===== config.mk =====
export PLATFORM = sky130hd
export DESIGN_NAME = ifg_irq_gpio
export DESIGN_NICKNAME = d
export VERILOG_FILES = /design/src/logic/ifg_pkg.sv /design/src/logic/ifg_irq_gpio.sv /design/src/logic/ifg_sync3.sv /design/src/logic/ifg_pin_mux.sv
export VERILOG_INCLUDE_DIRS = /design/src /design/src/logic
export SDC_FILE = /design/constraint.sdc
export NUM_CORES = 1
export LEC_CHECK = 0
export BUFFER_PORTS_ARGS = -buffer_cell sky130_fd_sc_hd__buf_2
export CAP_MARGIN = 20
export CORE_ASPECT_RATIO = 0.9
export CORE_UTILIZATION = 56
export CTS_CLUSTER_DIAMETER = 50
export DETAILED_ROUTE_END_ITERATION = 16
export PLACE_DENSITY = 0.82
export REMOVE_ABC_BUFFERS = 1
export SLEW_MARGIN = 40
export SYNTH_ARGS = -nofsm -noshare
export SYNTH_HDL_FRONTEND = slang
export SYNTH_SLANG_ARGS = --single-unit

===== constraint.sdc =====
create_clock -name mclk -period 2.4 [get_ports mclk]
set_input_delay 0 -clock mclk [delete_from_list [all_inputs] [get_ports mclk]]
set_output_delay 0 -clock mclk [all_outputs]
set_load 0.005 [all_outputs]

===== src/logic/ifg_regs.svh =====
`ifndef IFG_REGS_SVH
`define IFG_REGS_SVH

// register byte addresses
`define IFG_CONF_BASE   8'h00
`define IFG_MASK_BASE   8'h50
`define IFG_FLAG_BASE   8'h54

// reset values
`define IFG_CONF0_RST   8'h0a
`define IFG_CONFN_RST   8'ha2
`define IFG_MASK_RST    32'h0000_0000
`define IFG_FLAG_RST    32'h0008_0000

// flag sets: all defined flags, and those fed straight from event inputs
`define IFG_USED_FLAGS  32'h300f_ffff
`define IFG_EXT_FLAGS   32'h3006_7fff
`define IFG_LANE0_MASK  32'hff00_0000
`define IFG_LANE_SHIFT  5'd24

// derived flag positions
`define IFG_F_WUT       15
`define IFG_F_READY     16
`define IFG_F_POR       19

// input function selections
`define IFG_IN_TXCMD    5'h00
`define IFG_IN_RXCMD    5'h01
`define IFG_IN_TXDATA   5'h02
`define IFG_IN_WAKEUP   5'h03
`define IFG_IN_LFCLK    5'h04

// output selections watched by checks
`define IFG_OUT_REQ     5'h00
`define IFG_OUT_HIGH    5'h13
`define IFG_OUT_LOW     5'h14

`endif


===== src/logic/ifg_pkg.sv =====
package ifg_pkg;

  typedef enum logic [1:0] {
    ifg_mode_off    = 2'b00,
    ifg_mode_in     = 2'b01,
    ifg_mode_out_lo = 2'b10,
    ifg_mode_out_hi = 2'b11
  } ifg_mode_t;

  typedef struct packed {
    logic [4:0] sel;
    logic       rsv;
    ifg_mode_t  mode;
  } ifg_conf_t;

  // output sources, selection 31 first down to selection 0
  typedef struct packed {
    logic rsv31, frequency_synthesizer_full, wait_cal, wait_pm, wait_osc2, onoff_keyed_tx_data, wait_lock;
    logic st_lock, st_ready, st_sleep, switching_regulator_en, const_low, const_high;
    logic txrx_active, rsv17, cs_ind, sync_ind, preamble_ind, ant_switch, st_standby;
    logic not_low_power, rx_state, rx_clk, rx_data, fifo_afull, fifo_aempty, tx_state;
    logic tx_data_clk, low_batt, wakeup_timer_expired, por_n, event_request_n;
  } ifg_src_t;

  typedef struct packed {
    logic tx_cmd;
    logic rx_cmd;
    logic tx_dm_data;
    logic ext_wakeup;
    logic ext_lf_clk;
  } ifg_pin_fn_t;

  typedef struct packed {
    logic       wr;
    logic       rd;
    logic [7:0] addr;
    logic [7:0] wdata;
  } ifg_reg_req_t;

endpackage


===== src/logic/ifg_irq_gpio.sv =====
// What this block does
// RQ1 - flags 0..4: rx ready, rx discarded, tx sent, retry limit, checksum error
// RQ2 - flag 5 tx fifo under/overflow, flag 6 rx fifo under/overflow
// RQ3 - flags 7..10: tx almost full/empty, rx almost full/empty
// RQ4 - flag 11 when back-off attempts are exhausted
// RQ5 - flags 12..14: preamble, sync word, carrier sense
// RQ6 - flag 15 wake-up timeout set only once oscillator clock is available
// RQ7 - flag 16 on each entry to READY with oscillator settled
// RQ8 - flags 17,18,19 standby move, low battery, power-on; 28,29 timer timeouts
// RQ9 - flags go high on event and clear when the host reads them
// RQ10 - a zero mask bit keeps its event from requesting
// RQ11 - output selection 0 drives the active-low event request
// RQ12 - selections 1..3: inverted power-on, wake-up expiry, low battery
// RQ13 - selections 4, 8, 9: tx data clock, rx data, rx recovered clock
// RQ14 - selections 5, 10, 18: tx state, rx state, tx-or-rx activity
// RQ15 - selections 6 and 7: fifo almost empty and almost full
// RQ16 - selection 11 low in sleep/standby; 12,22,23,24 state marks
// RQ17 - selections 13..16: antenna switch, preamble, sync, carrier sense
// RQ18 - selection 19 constant high, 20 constant low
// RQ19 - selection 21 regulator enable; 25,27..29 internal waits, 26 keyed tx data, 30 synthesizer full; 17,31 reserved
// RQ20 - input selections 0..3: tx cmd, rx cmd, tx data, wake-up
// RQ21 - input selection 4 low-frequency clock; 5..31 do nothing
// RQ22 - two-bit pin mode: 01 input, 10 low drive, 11 high drive
// RQ23 - request stays low while any unmasked flag is set
`timescale 1ns/10ps
`include "ifg_regs.svh"
module ifg_irq_gpio #(
  parameter int NPIN = 4
) (
  input  wire logic                  mclk,
  input  wire logic                  rst_b,
  input  wire ifg_pkg::ifg_reg_req_t reg_req,
  output logic      [7:0]            reg_rdata,
  input  wire logic [31:0]           events,
  input  wire logic                  wakeup_timer_timeout,
  input  wire logic                  crystal_oscillator_clk_avail,
  input  wire logic                  crystal_oscillator_ready,
  input  wire ifg_pkg::ifg_src_t     src,
  input  wire logic [NPIN-1:0]       gpio_i,
  output logic      [NPIN-1:0]       gpio_o,
  output logic      [NPIN-1:0]       gpio_oe,
  output logic      [NPIN-1:0]       gpio_hd,
  output ifg_pkg::ifg_pin_fn_t       pin_fn,
  output logic                       event_request_n
);
  typedef struct packed {
    logic [NPIN-1:0][7:0] conf;
    logic [31:0]          mask;
    logic [31:0]          flags;
    logic                 wut_pend;
    logic                 rdy_prev;
    logic                 req_n;
    logic [7:0]           rdata;
  } ifg_main_st_t;

  localparam ifg_main_st_t RST_ST = '{
    conf:     {{(NPIN-1){`IFG_CONFN_RST}}, `IFG_CONF0_RST},
    mask:     `IFG_MASK_RST,
    flags:    `IFG_FLAG_RST,
    wut_pend: 1'b0,
    rdy_prev: 1'b0,
    req_n:    1'b1,
    rdata:    8'h00
  };

  ifg_main_st_t      st_q;
  ifg_main_st_t      st_d;
  ifg_pkg::ifg_src_t src_full;
  logic [NPIN-1:0]   gpio_s;
  logic [31:0]       ev;
  logic [31:0]       clr;
  logic              ready_now;

  // one-hot byte lane of a four-byte register, lowest address is the top byte
  function automatic logic [31:0] lane_bits(input logic [7:0] addr, input logic [7:0] base);
    lane_bits = '0;
    if (addr[7:2] == base[7:2]) begin
      lane_bits = `IFG_LANE0_MASK >> {addr[1:0], 3'b000};
    end
  endfunction

  function automatic logic [7:0] pick_byte(input logic [31:0] word, input logic [1:0] idx);
    pick_byte = 8'(word >> (`IFG_LANE_SHIFT - {idx, 3'b000}));
  endfunction

  assign ready_now = src.st_ready & crystal_oscillator_ready;

  always_comb begin
    logic [31:0] mlane;
    logic [31:0] flane;
    st_d  = st_q;
    mlane = lane_bits(reg_req.addr, `IFG_MASK_BASE);
    flane = lane_bits(reg_req.addr, `IFG_FLAG_BASE);
    // RQ1 RQ2 RQ3 RQ4 RQ5 RQ8 event flag positions
    ev = events & `IFG_EXT_FLAGS;
    // RQ6 hold timeout until oscillator clock
    ev[`IFG_F_WUT] = (st_q.wut_pend | wakeup_timer_timeout) & crystal_oscillator_clk_avail;
    st_d.wut_pend  = (st_q.wut_pend | wakeup_timer_timeout) & ~crystal_oscillator_clk_avail;
    // RQ7 ready entry edge
    ev[`IFG_F_READY] = ready_now & ~st_q.rdy_prev;
    st_d.rdy_prev    = ready_now;
    clr        = '0;
    st_d.rdata = 8'h00;
    if (reg_req.rd) begin
      if ({reg_req.addr[7:2], 2'b00} == `IFG_CONF_BASE) begin
        st_d.rdata = (32'(reg_req.addr[1:0]) < NPIN) ? st_q.conf[reg_req.addr[1:0]] : 8'h00;
      end else if (|mlane) begin
        st_d.rdata = pick_byte(st_q.mask, reg_req.addr[1:0]);
      end else if (|flane) begin
        st_d.rdata = pick_byte(st_q.flags, reg_req.addr[1:0]);
        // RQ9 read clears the byte read
        clr = flane;
      end
    end
    if (reg_req.wr) begin
      if ({reg_req.addr[7:2], 2'b00} == `IFG_CONF_BASE && 32'(reg_req.addr[1:0]) < NPIN) begin
        st_d.conf[reg_req.addr[1:0]]    = reg_req.wdata;
        st_d.conf[reg_req.addr[1:0]][2] = 1'b0;
      end
      st_d.mask = ((st_q.mask & ~mlane) | ({4{reg_req.wdata}} & mlane)) & `IFG_USED_FLAGS;
    end
    // RQ9 a new event wins over the clear
    st_d.flags = (st_q.flags & ~clr) | ev;
    // RQ10 RQ23 request from unmasked flags
    st_d.req_n = ~|(st_d.flags & st_d.mask);
  end

  always_ff @(posedge mclk or negedge rst_b) begin
    if (!rst_b) begin
      st_q <= RST_ST;
    end else begin
      st_q <= st_d;
    end
  end

  assign reg_rdata       = st_q.rdata;
  assign event_request_n = st_q.req_n;

  always_comb begin
    src_full = src;
    // RQ11 request onto selection 0
    src_full.event_request_n = st_q.req_n;
    // RQ18 constant levels
    src_full.const_high = 1'b1;
    src_full.const_low  = 1'b0;
    // RQ19 reserved selections read low
    src_full.rsv17 = 1'b0;
    src_full.rsv31 = 1'b0;
  end

  ifg_sync3 #(
    .W (NPIN)
  ) u_sync (
    .mclk  (mclk),
    .rst_b (rst_b),
    .d     (gpio_i),
    .q     (gpio_s)
  );

  // RQ12 RQ13 RQ14 RQ15 RQ16 RQ17 source order fixes each selection
  ifg_pin_mux #(
    .NPIN (NPIN)
  ) u_mux (
    .mclk      (mclk),
    .rst_b     (rst_b),
    .conf      (st_q.conf),
    .src       (src_full),
    .pins_sync (gpio_s),
    .gpio_o    (gpio_o),
    .gpio_oe   (gpio_oe),
    .gpio_hd   (gpio_hd),
    .pin_fn    (pin_fn)
  );

  // per-pin configuration and drive checks
  for (genvar g = 0; g < NPIN; g++) begin : g_pin_chk

  end
endmodule


===== src/logic/ifg_sync3.sv =====
`timescale 1ns/10ps
module ifg_sync3 #(
  parameter int W = 4
) (
  input  wire logic         mclk,
  input  wire logic         rst_b,
  input  wire logic [W-1:0] d,
  output logic      [W-1:0] q
);
  typedef struct packed {
    logic [W-1:0] s1;
    logic [W-1:0] s2;
    logic [W-1:0] s3;
    logic [W-1:0] o;
  } ifg_sync_st_t;

  ifg_sync_st_t st_q;
  ifg_sync_st_t st_d;

  always_comb begin
    st_d    = st_q;
    st_d.s1 = d;
    st_d.s2 = st_q.s1;
    st_d.s3 = st_q.s2;
    // a bit is taken only once stages two and three agree
    for (int i = 0; i < W; i++) begin
      if (st_q.s2[i] == st_q.s3[i]) begin
        st_d.o[i] = st_q.s3[i];
      end
    end
  end

  always_ff @(posedge mclk or negedge rst_b) begin
    if (!rst_b) begin
      st_q <= '0;
    end else begin
      st_q <= st_d;
    end
  end

  assign q = st_q.o;
endmodule


===== src/logic/ifg_pin_mux.sv =====
`timescale 1ns/10ps
`include "ifg_regs.svh"
module ifg_pin_mux #(
  parameter int NPIN = 4
) (
  input  wire logic                      mclk,
  input  wire logic                      rst_b,
  input  wire logic [NPIN-1:0][7:0]      conf,
  input  wire ifg_pkg::ifg_src_t         src,
  input  wire logic [NPIN-1:0]           pins_sync,
  output logic      [NPIN-1:0]           gpio_o,
  output logic      [NPIN-1:0]           gpio_oe,
  output logic      [NPIN-1:0]           gpio_hd,
  output ifg_pkg::ifg_pin_fn_t           pin_fn
);
  typedef struct packed {
    logic [NPIN-1:0]      o;
    logic [NPIN-1:0]      oe;
    logic [NPIN-1:0]      hd;
    ifg_pkg::ifg_pin_fn_t fn;
  } ifg_mux_st_t;

  ifg_mux_st_t st_q;
  ifg_mux_st_t st_d;

  always_comb begin
    ifg_pkg::ifg_conf_t c;
    logic [31:0]        srcv;
    c    = '0;
    srcv = src;
    st_d = '0;
    for (int i = 0; i < NPIN; i++) begin
      c = conf[i];
      // RQ22 pin mode field
      st_d.oe[i] = (c.mode == ifg_pkg::ifg_mode_out_lo) || (c.mode == ifg_pkg::ifg_mode_out_hi);
      st_d.hd[i] = (c.mode == ifg_pkg::ifg_mode_out_hi);
      // RQ11 RQ12 RQ13 output selection
      if (st_d.oe[i]) begin
        st_d.o[i] = srcv[c.sel];
      end
      // RQ20 RQ21 input selection
      if (c.mode == ifg_pkg::ifg_mode_in) begin
        unique case (c.sel)
          `IFG_IN_TXCMD:  st_d.fn.tx_cmd     = st_d.fn.tx_cmd | pins_sync[i];
          `IFG_IN_RXCMD:  st_d.fn.rx_cmd     = st_d.fn.rx_cmd | pins_sync[i];
          `IFG_IN_TXDATA: st_d.fn.tx_dm_data = st_d.fn.tx_dm_data | pins_sync[i];
          `IFG_IN_WAKEUP: st_d.fn.ext_wakeup = st_d.fn.ext_wakeup | pins_sync[i];
          `IFG_IN_LFCLK:  st_d.fn.ext_lf_clk = st_d.fn.ext_lf_clk | pins_sync[i];
          default:        st_d.fn            = st_d.fn;
        endcase
      end
    end
  end

  always_ff @(posedge mclk or negedge rst_b) begin
    if (!rst_b) begin
      st_q <= '0;
    end else begin
      st_q <= st_d;
    end
  end

  assign gpio_o  = st_q.o;
  assign gpio_oe = st_q.oe;
  assign gpio_hd = st_q.hd;
  assign pin_fn  = st_q.fn;

  for (genvar g = 0; g < NPIN; g++) begin : g_in_chk

  end
endmodule


## Word-level counts from Yosys, hierarchy flattened

Index checks and enable logic that the tools add are counted.
W data, S select, Z words.

| storage, ports and cells | value |
|---|---|
| output and inout bits | 26 |
| word-level logic and storage cells | 170 |
| bits of input ports | 91 |
| flip-flop bits (word level) | 140 |

| cells by class | value |
|---|---|
| shift operators | 3 |
| add/sub/neg operators | 1 |
| mux-type cells | 54 |
| reduce and logical (&&, ||, !) cells | 15 |
| equality and inequality tests | 34 |
| $lt $le $gt $ge | 6 |
| bitwise gates (word level) | 32 |

Operators with widths:

| cell | count |
|---|---|
| $mux W32 | 7 |
| $and A32 B32 Y32 | 3 |
| $reduce_or A32 Y1 | 3 |
| $not A32 Y32 | 2 |
| $shr A32 B5 Y8 | 2 |
| $and A30 B30 Y30 | 2 |
| $mux W8 | 6 |
| $eq A5 B2 Y1 const B | 8 |
| $bwmux W32 | 1 |
| $demux W8 S2 | 2 |
| $or A32 B30 Y32 | 1 |
| $shr A32 B5 Y32 const A | 1 |
| $not A30 Y30 | 1 |
| $or A30 B30 Y30 | 1 |
| $mux W1 | 28 |
| $lt A5 B6 Y1 const B | 4 |
| $bmux W1 S5 | 4 |
| $eq A5 B1 Y1 const B | 4 |
| $eq A5 B3 Y1 const B | 4 |
| $logic_not A5 Y1 | 4 |
| $mux W5 | 4 |
| $bmux W8 S2 | 1 |
| $eq A2 B2 Y1 const B | 8 |
| $or A1 B1 Y1 | 16 |
| other kinds (14) | 28 |

## Depth between registers and ports, before layout

Gate-level depths: netlist (run 1).

| logic depth | value |
|---|---|
| depth in word-level cells | 13 |
| mapped depth | 8 |
| mapped depth without buffers | 6 |

## Modules after synthesis

From an unflattened synthesis (run 1), not the netlist that was laid out.

| unflattened totals | value |
|---|---|
| cells, all modules | 512 |
| area total of the unflattened synthesis | 7144.4 µm² |

Modules (own cells, without submodules):

| module | area each (µm²) | seq. area each (µm²) | cells each | times used |
|---|---|---|---|---|
| ifg_irq_gpio | 4803.4 | 2693.8 | 336 | 1 |
| ifg_pin_mux | 1865.5 | 425.4 | 152 | 1 |
| ifg_sync3 | 475.5 | 400.4 | 24 | 1 |

## Worst setup path after synthesis (run 1)

No wires, ideal clock.

| path | value |
|---|---|
| path type | reg-to-reg |
| from | register st_q[78] (netlist name) |
| to | register u_mux.st_q, in the netlist u_mux.gpio_o[0] |
| setup time | 0.127 ns |
| stages on the path, launching flop included | 6 |
| path buffers | 1 |
| arrival | 1.931 ns |
| period minus slack after synthesis | 2.058 ns |
| required time | 2.273 ns |
| path slack | 0.342 ns |
| path through | dfstp_2 clkbuf_1 mux4_2 mux4_2 nand2b_1 a21boi_0 |

RTL lines:

| element | RTL line | source |
|---|---|---|
| start: declaration | ifg_irq_gpio.sv:66 | `ifg_main_st_t st_q;` |
| start signal: assignment | ifg_irq_gpio.sv:132 | `st_q <= st_d;` |
| end signal: assignment | ifg_pin_mux.sv:59 | `st_q <= st_d;` |
| end: declaration | ifg_pin_mux.sv:23 | `ifg_mux_st_t st_q;` |

==> out/summary.txt, run 1 <==
VDD IR max -> 0.0006696 V
setup ws final -> 0.2761 ns
Antenna Violating Nets Remaining -> 0
Post-synth EDFFs -> 0
RSZ-0062 raised after global routing -> no
DP HPWL -> 12.85 mm
PwrDens -> 720.8 nW/µm²
Yosys cell types -> 47
Layout area overhead -> 25.54%
fin crit share -> 0.8850
Post-Syn Area -> 6874 µm²
Worst EP arrival -> 2.41 ns
Pleak -> 3.864 nW
Layout Skew -> 0.01278 ns
total number of vias -> 5310
hold depth -> 3
count of TritonRoute iterations in the first routing pass -> 5
clk root buf -> clkbuf_16
nets -> 740
required time of the worst setup path -> 2.68 ns
Synth Warn # -> 0
antenna cells -> 0
port buffer count -> 98
sequential area share after synthesis -> 0.5120
clock buffer depth -> 2
clock sink count -> 140
post-CTS sizing -> 0
Hold WC Path Type -> primary input to flop
cell count after synthesis -> 508
Core ar. -> 12030 µm²
outcome -> complete, no violations
initial DRC count -> 603
Peak Freq -> 470.8 MHz
Placed Area -> 7577 µm²
setup TNS -> 0 ns
Synth area leaders -> dfrtp_1, mux4_2, mux2_2, dfstp_2, a21o_1
Hold Vio Cnt, Final -> 0
first-pass GRT wire length -> 30.47 mm
Avg Inst Size Synth -> 13.53 µm²
Slew Viols, Final -> 0
reg2reg path depth -> 4
H-tree level count -> 4
DRC -> 0
Die ar. -> 12720 µm²
post-synth top area share -> 0.4623
Synth Register Bits -> 140
CTS buffer count -> 17
main flop type after synthesis -> dfrtp_1
WL per Instance -> 23.94 µm
Clk Latency, worst-skew pair -> 0.42 ns
post-layout util -> 0.7174
Die Span Y -> 107.1 µm
design area -> 8630 µm²
largest net degree at the start of global routing -> 61
Total Wirelength -> 19.68 mm
Worst-Margin Slew -> 0.5436 ns
CP max FO -> 16
num rows -> 38
CTS tree -> yes
I/O pin count -> 117
GR Overflow Total -> 0
min cycle time layout -> 2.124 ns
fraction of registers with async set/reset -> 1.000
CP Capture Type -> flop
non-filler cells in the finished layout -> 822
Placed Cells -> 753
crit path kind -> flop to flop
Starting Density -> 0.5715
Rel. slew slack -> 0.6376
initial antenna violation count -> 0
R2R setup slack -> 0.28 ns
clock-pin slew on the worst setup and hold paths -> 0.06 ns
startpoint types -> flop
setup bufs post-CTS -> 0
Max Cap Viol -> 0
die width -> 118.8 µm
number of global-route vias before repair -> 5448
worst slack, placed -> 0.2821 ns
Routability Congestion -> 0.9461
all-layer global routing usage -> 0.3282
leading area contributor after synthesis -> dfrtp_1
Final Setup Violations -> 0
fraction of layout cells with a size suffix above 1 -> 0.4124
layout filler cell count -> 759
Via density -> 6.460
## cells in the final DEF, fill, tap and decap left out, types with 6 or more instances in the layout
| cell type | count |
|---|---|
| dfrtp_1 | 127 |
| o21ai_0 | 8 |
| buf_2 | 97 |
| nand3_1 | 19 |
| mux4_2 | 50 |
| nand2_1 | 34 |
| a22oi_1 | 14 |
| dfstp_2 | 13 |
| a21o_1 | 19 |
| bufinv_16 | 6 |
| a22o_1 | 9 |
| clkbuf_16 | 17 |
| and2_1 | 20 |
| buf_4 | 22 |
| a21boi_0 | 13 |
| nor2b_1 | 14 |
| dlygate4sd3_1 | 37 |
| nor2_1 | 13 |
| nand2b_1 | 6 |
| mux2_2 | 50 |
| mux2i_1 | 8 |
| a21oi_1 | 6 |
## logic make-up (layout without fill, tap and decap cells)
logic type	Yosys count	count (layout)	share of synthesized area
AO/OA/AOI/OAI	83	83	0.08992
adder cells (fa/ha/maj)	4	4	0.005825
multiplexers	108	108	0.2574
AND/OR/NAND/NOR	133	133	0.1067
buffers and inverters	40	194	0.02821
flip-flops	140	140	0.5120
## metrics by stage
step           total power, mW  hold slack, ns
6_report                 6.220         0.03144
5_1_grt                  6.387         0.02841
3_3_place_gp             3.150       -0.003176
3_5_place_dp             3.173     -0.00004499
2_1_floorplan            2.860         -0.2956
4_1_cts                  6.199         0.02016
## synthesized netlist by cell type, drive strengths merged (13+ instances only)
library cell	instances
clkbuf	18
a21o	19
a21boi	13
mux4	50
buf	18
nor2b	14
nand2	34
nand3	20
and2	20
dfstp	13
mux2	50
dfrtp	127
nor2	13
a22oi	14
## registers in the layout (all words and copies together), names as in the netlist
name	count
u_mux.pin_fn	5
u_sync.st_q	4
u_mux.gpio_o	4
u_mux.gpio_hd	4
u_sync.st_d	8
u_mux.gpio_oe	4
u_sync.q	4
reg_rdata	8
st_q	98
event_request_n	1
## timing repair
| action | in CTS | in global routing |
|---|---|---|
| endpoints found under the hold margin | 133 | 0 |
| endpoints found under the setup margin | 0 | 0 |
| hold buffers | 37 | 0 |
## report_power, final
part / total (mW) / leakage (nW) / switching (mW) / internal [mW]
logic: 0.653 / 1.79 / 0.300 / 0.353
registers: 2.55 / 1.75 / 0.102 / 2.45
clock network: 3.02 / 0.324 / 1.03 / 1.99
## final cells by class
| type | instances | area, µm² | share of cell area |
|---|---|---|---|
| Sequential cell | 140 | 3520 | 0.4079 |
| Inverter | 4 | 15.01 | 0.001740 |
| Tap cell | 160 | 200.2 | 0.02320 |
| Multi-Input combinational cell | 328 | 3161 | 0.3662 |
| Clock buffer | 19 | 442.9 | 0.05133 |
| Clock inverter | 13 | 239.0 | 0.02769 |
| Timing Repair Buffer | 158 | 1052 | 0.1219 |
## per-layer routing
metal,global-route usage,share of wire,vias to the layer above
met5,0,0,-
met4,0.1736,0.046,0
met3,0.08457,0.098,83
met2,0.5100,0.48,375
met1,0.4290,0.38,2663
li1,-,-,2189
## worst paths after layout
path	end	start
setup / recovery	u_mux.gpio_o[0]$_DFF_PN0_	st_q[78]$_DFFE_PN1P_
hold / removal	st_q[64]$_DFF_PN0_	reg_req[17]
setup reg to reg	u_mux.gpio_o[0]$_DFF_PN0_	st_q[78]$_DFFE_PN1P_
hold reg to reg	u_sync.st_d[6]$_DFF_PN0_	u_sync.st_d[10]$_DFF_PN0_
max in group asynchronous	st_q[30]$_DFF_PN1_	rst_b
min in group asynchronous	reg_rdata[3]$_DFF_PN0_	rst_b
## critical path, stage by stage (launching register included)
cell and delay [ns]:
dfstp_2 0.79, mux4_2 0.58, mux4_2 0.46, nand2b_1 0.08, a21boi_0 0.07
No activity file was read; power rests on OpenSTA's default activity.
==> run 2: changes to the inputs <==
- PLACE_DENSITY: 0.82 -> 0.83
==> out/summary.txt, run 2 (synthesis results as in run 1) <==
outcome -> complete, no violations (unchanged)
Hold Vio Cnt, Final -> 0 (unchanged)
clock buffer depth -> 2 (unchanged)
Layout Skew -> 0.01611 ns (was 0.01278 ns)
H-tree level count -> 4 (unchanged)
startpoint types -> flop (unchanged)
first-pass GRT wire length -> 29.59 mm (was 30.47 mm)
worst slack, placed -> 0.2150 ns (was 0.2821 ns)
port buffer count -> 98 (unchanged)
CP max FO -> 16 (unchanged)
crit path kind -> flop to flop (unchanged)
Rel. slew slack -> 0.6157 (was 0.6376)
nets -> 741 (was 740)
Pwr Total -> 5.710 mW (was 6.220 mW)
clock power share -> 0.442 (was 0.485)
antenna cells -> 0 (unchanged)
total number of vias -> 5279 (was 5310)
die width -> 118.8 µm (unchanged)
CTS tree -> yes (unchanged)
layout filler cell count -> 805 (was 759)
fraction of layout cells with a size suffix above 1 -> 0.4118 (was 0.4124)
Layout area overhead -> 24.19% (was 25.54%)
Routability Congestion -> 0.9398 (was 0.9461)
initial DRC count -> 630 (was 603)
I/O pin count -> 117 (unchanged)
most frequent cells in the layout -> dfrtp_1, buf_2, mux2_2, mux4_2, dlygate4sd3_1 (unchanged)
required time of the worst setup path -> 2.68 ns (about the same)
number of global-route vias before repair -> 5486 (was 5448)
Total Wirelength -> 18.63 mm (was 19.68 mm)
setup TNS -> 0 ns (unchanged)
min cycle time layout -> 2.189 ns (was 2.124 ns)
Slew Viols, Final -> 0 (unchanged)
count of TritonRoute iterations in the first routing pass -> 6 (was 5)
Clk Latency, worst-skew pair -> 0.42 ns (about the same)
Largest register FFs -> 98 (unchanged)
Comb pwr share -> 0.113 (was 0.105)
DRC -> 0 (unchanged)
area of the multi-input gates -> 3161 µm² (unchanged)
initial antenna violation count -> 0 (unchanged)
register with the most flip-flops -> st_q (unchanged)
final hold slack -> 0.08614 ns (was 0.03144 ns)
Internal Power -> 4.318 mW (was 4.789 mW)
Worst EP arrival -> 2.47 ns (was 2.41 ns)
num rows -> 38 (unchanged)
DP HPWL -> 12.78 mm (was 12.85 mm)
Worst-Margin Slew -> 0.5764 ns (was 0.5436 ns)
all-layer global routing usage -> 0.3160 (was 0.3282)
Final Setup Violations -> 0 (unchanged)
Antenna Violating Nets Remaining -> 0 (unchanged)
sw frac -> 0.2437 (was 0.2301)
Hold WC Path Type -> primary input to asynchronous set/reset pin (was primary input to flop)
largest net degree at the start of global routing -> 61 (unchanged)
Die ar. -> 12720 µm² (unchanged)
GR Overflow Total -> 0 (unchanged)
Via density -> 6.414 (was 6.460)
CTS buffer count -> 17 (unchanged)
design area -> 8537 µm² (was 8630 µm²)
Die Span Y -> 107.1 µm (unchanged)
Max Cap Viol -> 0 (unchanged)
VDD IR max -> 0.0005955 V (was 0.0006696 V)
Placed Area -> 7570 µm² (was 7577 µm²)
Flop pwr share -> 0.446 (was 0.410)
setup bufs post-CTS -> 0 (unchanged)
sw power -> 1.392 mW (was 1.431 mW)
Seq. cell area -> 3520 µm² (unchanged)
fin crit share -> 0.9121 (was 0.8850)
RSZ-0062 raised after global routing -> no (unchanged)
Starting Density -> 0.5715 (unchanged)
Core ar. -> 12030 µm² (unchanged)
PwrDens -> 668.8 nW/µm² (was 720.8 nW/µm²)
Pleak -> 3.830 nW (was 3.864 nW)
WL per Instance -> 22.63 µm (was 23.94 µm)
CP Capture Type -> flop (unchanged)
commonest non-fill, non-tap cell in the layout -> dfrtp_1 (unchanged)
clk root buf -> clkbuf_16 (unchanged)
clock-pin slew on the worst setup and hold paths -> 0.06 ns (about the same)
Peak Freq -> 456.8 MHz (was 470.8 MHz)
setup ws final -> 0.2109 ns (was 0.2761 ns)
clock sink count -> 140 (unchanged)
## run 2: cell types whose count changed in the layout (fill, tap and decap cells not counted), sizes merged
cell | before | now
buf | 121 | 120
clkinvlp | 2 | 1
clkinv | 4 | 6
inv | 5 | 8
dlygate4sd3 | 37 | 39
bufinv | 6 | 1
clkbuf | 19 | 20
## run 2: metrics by stage
stage,utilization,cells
after CTS,0.7097,823
after detailed placement,0.6293,752
after global placement,0.6293,752
after global routing,0.7097,823
after floorplan,-,472
final,0.7097,823
## run 2: power groups by stage
stage	clock (mW)	combinational (mW)	sequential, mW
after floorplan	0	0.307	2.55
after global placement	0	0.563	2.57
after detailed placement	0	0.581	2.58
after CTS	2.56	0.638	2.54
after global routing	2.63	0.688	2.55
final	2.52	0.645	2.54
## run 2: cell type report
type | instances | share of cell area
clock inverters | 12 | 0.01290
clock buffers | 20 | 0.05467
inverters | 4 | 0.001759
repair buffers | 159 | 0.1247
multi-input cells | 328 | 0.3702
flip-flops and latches | 140 | 0.4123
well taps | 160 | 0.02345
## run 2: worst paths after layout
path	start	slack [ns]	cells after the start	to
max	st_q[78]$_DFFE_PN1P_	0.21	4	u_mux.gpio_o[0]$_DFF_PN0_
min	rst_b	0.09	2	st_q[24]$_DFF_PN0_
max reg2reg	st_q[78]$_DFFE_PN1P_	0.21	4	u_mux.gpio_o[0]$_DFF_PN0_
min reg2reg	u_sync.st_d[10]$_DFF_PN0_	0.35	0	u_sync.st_d[6]$_DFF_PN0_
max in group asynchronous	rst_b	1.49	3	st_q[30]$_DFF_PN1_
min in group mclk	src[23]	0.12	3	st_q[27]$_DFF_PN0_
## run 2: per-layer routing
metal  routed length, µm  global-route usage  vias to the layer above
met3                1794             0.08191                       75
met4                 800              0.1890                        0
met1                7080              0.4099                     2671
li1                    -                   -                     2208
met5                   0                   0                        -
met2                8952              0.4845                      325
## run 2: timing repair
item,4_1_cts,5_1_grt
hold buffers,39,0
hold endpoints to repair,190,0
resized for setup,0,0
## run 2: worst max-delay path, stage by stage (launching register included)
cell      delay [ns]
dfstp_2         0.78
mux4_2          0.59
mux4_2          0.49
nand2b_1        0.08
a21boi_0        0.10
==> run 3: changes to the inputs <==
- CORE_UTILIZATION: 56 -> 58
- CTS_BUF_LIST: unset -> sky130_fd_sc_hd__clkbuf_4 sky130_fd_sc_hd__clkbuf_8
- PLACE_DENSITY: 0.83 -> 0.85
==> out/summary.txt, run 3 (synthesis results as in run 1) <==
outcome -> complete, no violations (unchanged)
nets -> 738 (was 741)
required time of the worst setup path -> 2.80 ns (was 2.68 ns)
Die ar. -> 12290 µm² (was 12720 µm²)
CP max FO -> 8 (was 16)
Antenna Violating Nets Remaining -> 0 (unchanged)
DP HPWL -> 12.84 mm (was 12.78 mm)
total number of vias -> 5247 (was 5279)
Worst EP arrival -> 2.61 ns (was 2.47 ns)
H-tree level count -> 4 (unchanged)
PwrDens -> 622.5 nW/µm² (was 668.8 nW/µm²)
area of the multi-input gates -> 3161 µm² (unchanged)
worst r2r dst -> u_mux.gpio_o[1]$_DFF_PN0_ (was u_mux.gpio_o[0]$_DFF_PN0_)
setup bufs post-CTS -> 0 (unchanged)
Comb pwr share -> 0.125 (was 0.113)
num rows -> 37 (was 38)
Die Span Y -> 105.3 µm (was 107.1 µm)
GRT met1 Usage -> 0.4642 (was 0.4099)
Seq. cell area -> 3520 µm² (unchanged)
Internal Power -> 3.886 mW (was 4.318 mW)
fin crit share -> 0.9239 (was 0.9121)
most frequent cells in the layout -> dfrtp_1, buf_2, mux2_2, mux4_2, dlygate4sd3_1 (unchanged)
CTS tree -> yes (unchanged)
commonest non-fill, non-tap cell in the layout -> dfrtp_1 (unchanged)
Routability Congestion -> 0.9731 (was 0.9398)
CTS buffer count -> 17 (unchanged)
non-filler cells in the finished layout -> 816 (was 823)
largest net degree at the start of global routing -> 80 (was 61)
number of global-route vias before repair -> 5220 (was 5486)
Largest register FFs -> 98 (unchanged)
setup TNS -> 0 ns (unchanged)
clock-pin slew on the worst setup and hold paths -> 0.08 ns (was 0.06 ns)
Flop pwr share -> 0.489 (was 0.446)
Via density -> 6.430 (was 6.414)
hold depth -> 3
port buffer count -> 98 (unchanged)
min cycle time layout -> 2.217 ns (was 2.189 ns)
GR Overflow Total -> 0 (unchanged)
fraction of layout cells with a size suffix above 1 -> 0.4091 (was 0.4118)
gr busiest metal -> met2 (unchanged)
Layout area overhead -> 21.57% (was 24.19%)
antenna cells -> 0 (unchanged)
clock sink count -> 140 (unchanged)
register with the most flip-flops -> st_q (unchanged)
startpoint types -> primary input (was flop)
Slew Viols, Final -> 0 (unchanged)
I/O pin count -> 117 (unchanged)
Clk Latency, worst-skew pair -> 0.46 ns (was 0.42 ns)
Critical Path End -> event_request_n$_DFF_PN1_ (was u_mux.gpio_o[0]$_DFF_PN0_)
clk root buf -> clkbuf_8 (was clkbuf_16)
CP Capture Type -> flop (unchanged)
VDD IR max -> 0.0005262 V (was 0.0005955 V)
Peak Freq -> 451.0 MHz (was 456.8 MHz)
sw power -> 1.316 mW (was 1.392 mW)
Starting Density -> 0.5987 (was 0.5715)
clock power share -> 0.386 (was 0.442)
initial DRC count -> 521 (was 630)
met2 Use GR -> 0.5013 (was 0.4845)
clock buffer depth -> 2 (unchanged)
Placed Cells -> 745 (was 752)
Pwr Total -> 5.202 mW (was 5.710 mW)
Hold WC Path Type -> primary input to flop (was primary input to asynchronous set/reset pin)
post-layout util -> 0.7279 (was 0.7097)
RSZ-0062 raised after global routing -> no (unchanged)
Worst-Margin Slew -> 0.7096 ns (was 0.5764 ns)
all-layer global routing usage -> 0.3327 (was 0.3160)
met3 usage -> 0.08913 (was 0.08191)
Max Cap Viol -> 0 (unchanged)
Total Wirelength -> 18.78 mm (was 18.63 mm)
Layout Skew -> 0.01636 ns (was 0.01611 ns)
Rel. slew slack -> 0.5269 (was 0.6157)
DRC -> 0 (unchanged)
CP Launch Point -> reg_req[17] (was st_q[78]$_DFFE_PN1P_)
die width -> 116.8 µm (was 118.8 µm)
initial antenna violation count -> 0 (unchanged)
sw frac -> 0.2530 (was 0.2437)
first-pass GRT wire length -> 29.24 mm (was 29.59 mm)
Worst R2R Start -> st_q[86]$_DFFE_PN0P_ (was st_q[78]$_DFFE_PN1P_)
crit path kind -> primary input to flop (was flop to flop)
Pleak -> 3.736 nW (was 3.830 nW)
R2R setup slack -> 0.25 ns (was 0.21 ns)
Final Setup Violations -> 0 (unchanged)
layout filler cell count -> 768 (was 805)
Core ar. -> 11480 µm² (was 12030 µm²)
Hold Vio Cnt, Final -> 0 (unchanged)
count of TritonRoute iterations in the first routing pass -> 8 (was 6)
reg2reg path depth -> 4 (unchanged)
WL per Instance -> 23.01 µm (was 22.63 µm)
## run 3: repair_timing
action / in CTS / in global routing
hold buffers: 39 / 0
gates resized for setup: 0 / 0
endpoints found under the hold margin: 162 / 0
setup endpoints to repair: 0 / 0
## run 3: per-stage QoR
stage	instance area, µm²	worst slack [ns]	hold WS [ns]
after floorplan	6695	0.4674	-0.2956
after global placement	7542	0.3417	0.06010
after detailed placement	7542	0.2364	0.07128
after CTS	8357	0.2605	0.01537
after global routing	8357	0.1328	0.008741
final	8357	0.1826	0.02514
## run 3: how the worst min path moves through the flow
stage	startpoint	endpoint	slack, ns
after floorplan	rst_b	reg_rdata[0]$_DFF_PN0_	-0.30
after global placement	rst_b	st_q[10]$_DFF_PN0_	0.06
after detailed placement	rst_b	st_q[10]$_DFF_PN0_	0.07
after CTS	src[23]	st_q[27]$_DFF_PN0_	0.02
after global routing	src[23]	st_q[27]$_DFF_PN0_	0.009
final	src[23]	st_q[27]$_DFF_PN0_	0.03
## run 3: final cells by class
| type | count | area share |
|---|---|---|
| multi-input cells | 328 | 0.3782 |
| repair buffers | 156 | 0.1247 |
| well taps | 156 | 0.02336 |
| inverters | 4 | 0.001797 |
| clock inverters | 12 | 0.01931 |
| flip-flops and latches | 140 | 0.4212 |
| clock buffers | 20 | 0.03144 |
## run 3: per-layer routing
metal  part of all wire  routed length (µm)  vias to the layer above
li1                   -                   -                     2190
met3               0.11                1995                       61
met4              0.031                 587                        0
met5                  0                   0                        -
met1               0.39                7311                     2635
met2               0.47                8882                      361
## run 3: critical path, cell delays in order
cell           delay (ns)
dlygate4sd3_1        0.55
buf_2                0.15
nor3b_4              0.29
nand4_2              0.37
mux2_2               0.42
a22o_1               0.26
a2111oi_2            0.33
and4b_1              0.24
## run 3: power by group through the flow
stage | Sequential [mW] | Combinational, mW | Clock (mW)
2_1_floorplan | 2.55 | 0.307 | 0
3_3_place_gp | 2.58 | 0.564 | 0
3_5_place_dp | 2.59 | 0.584 | 0
4_1_cts | 2.54 | 0.640 | 2.02
5_1_grt | 2.55 | 0.697 | 2.13
6_report | 2.54 | 0.650 | 2.01
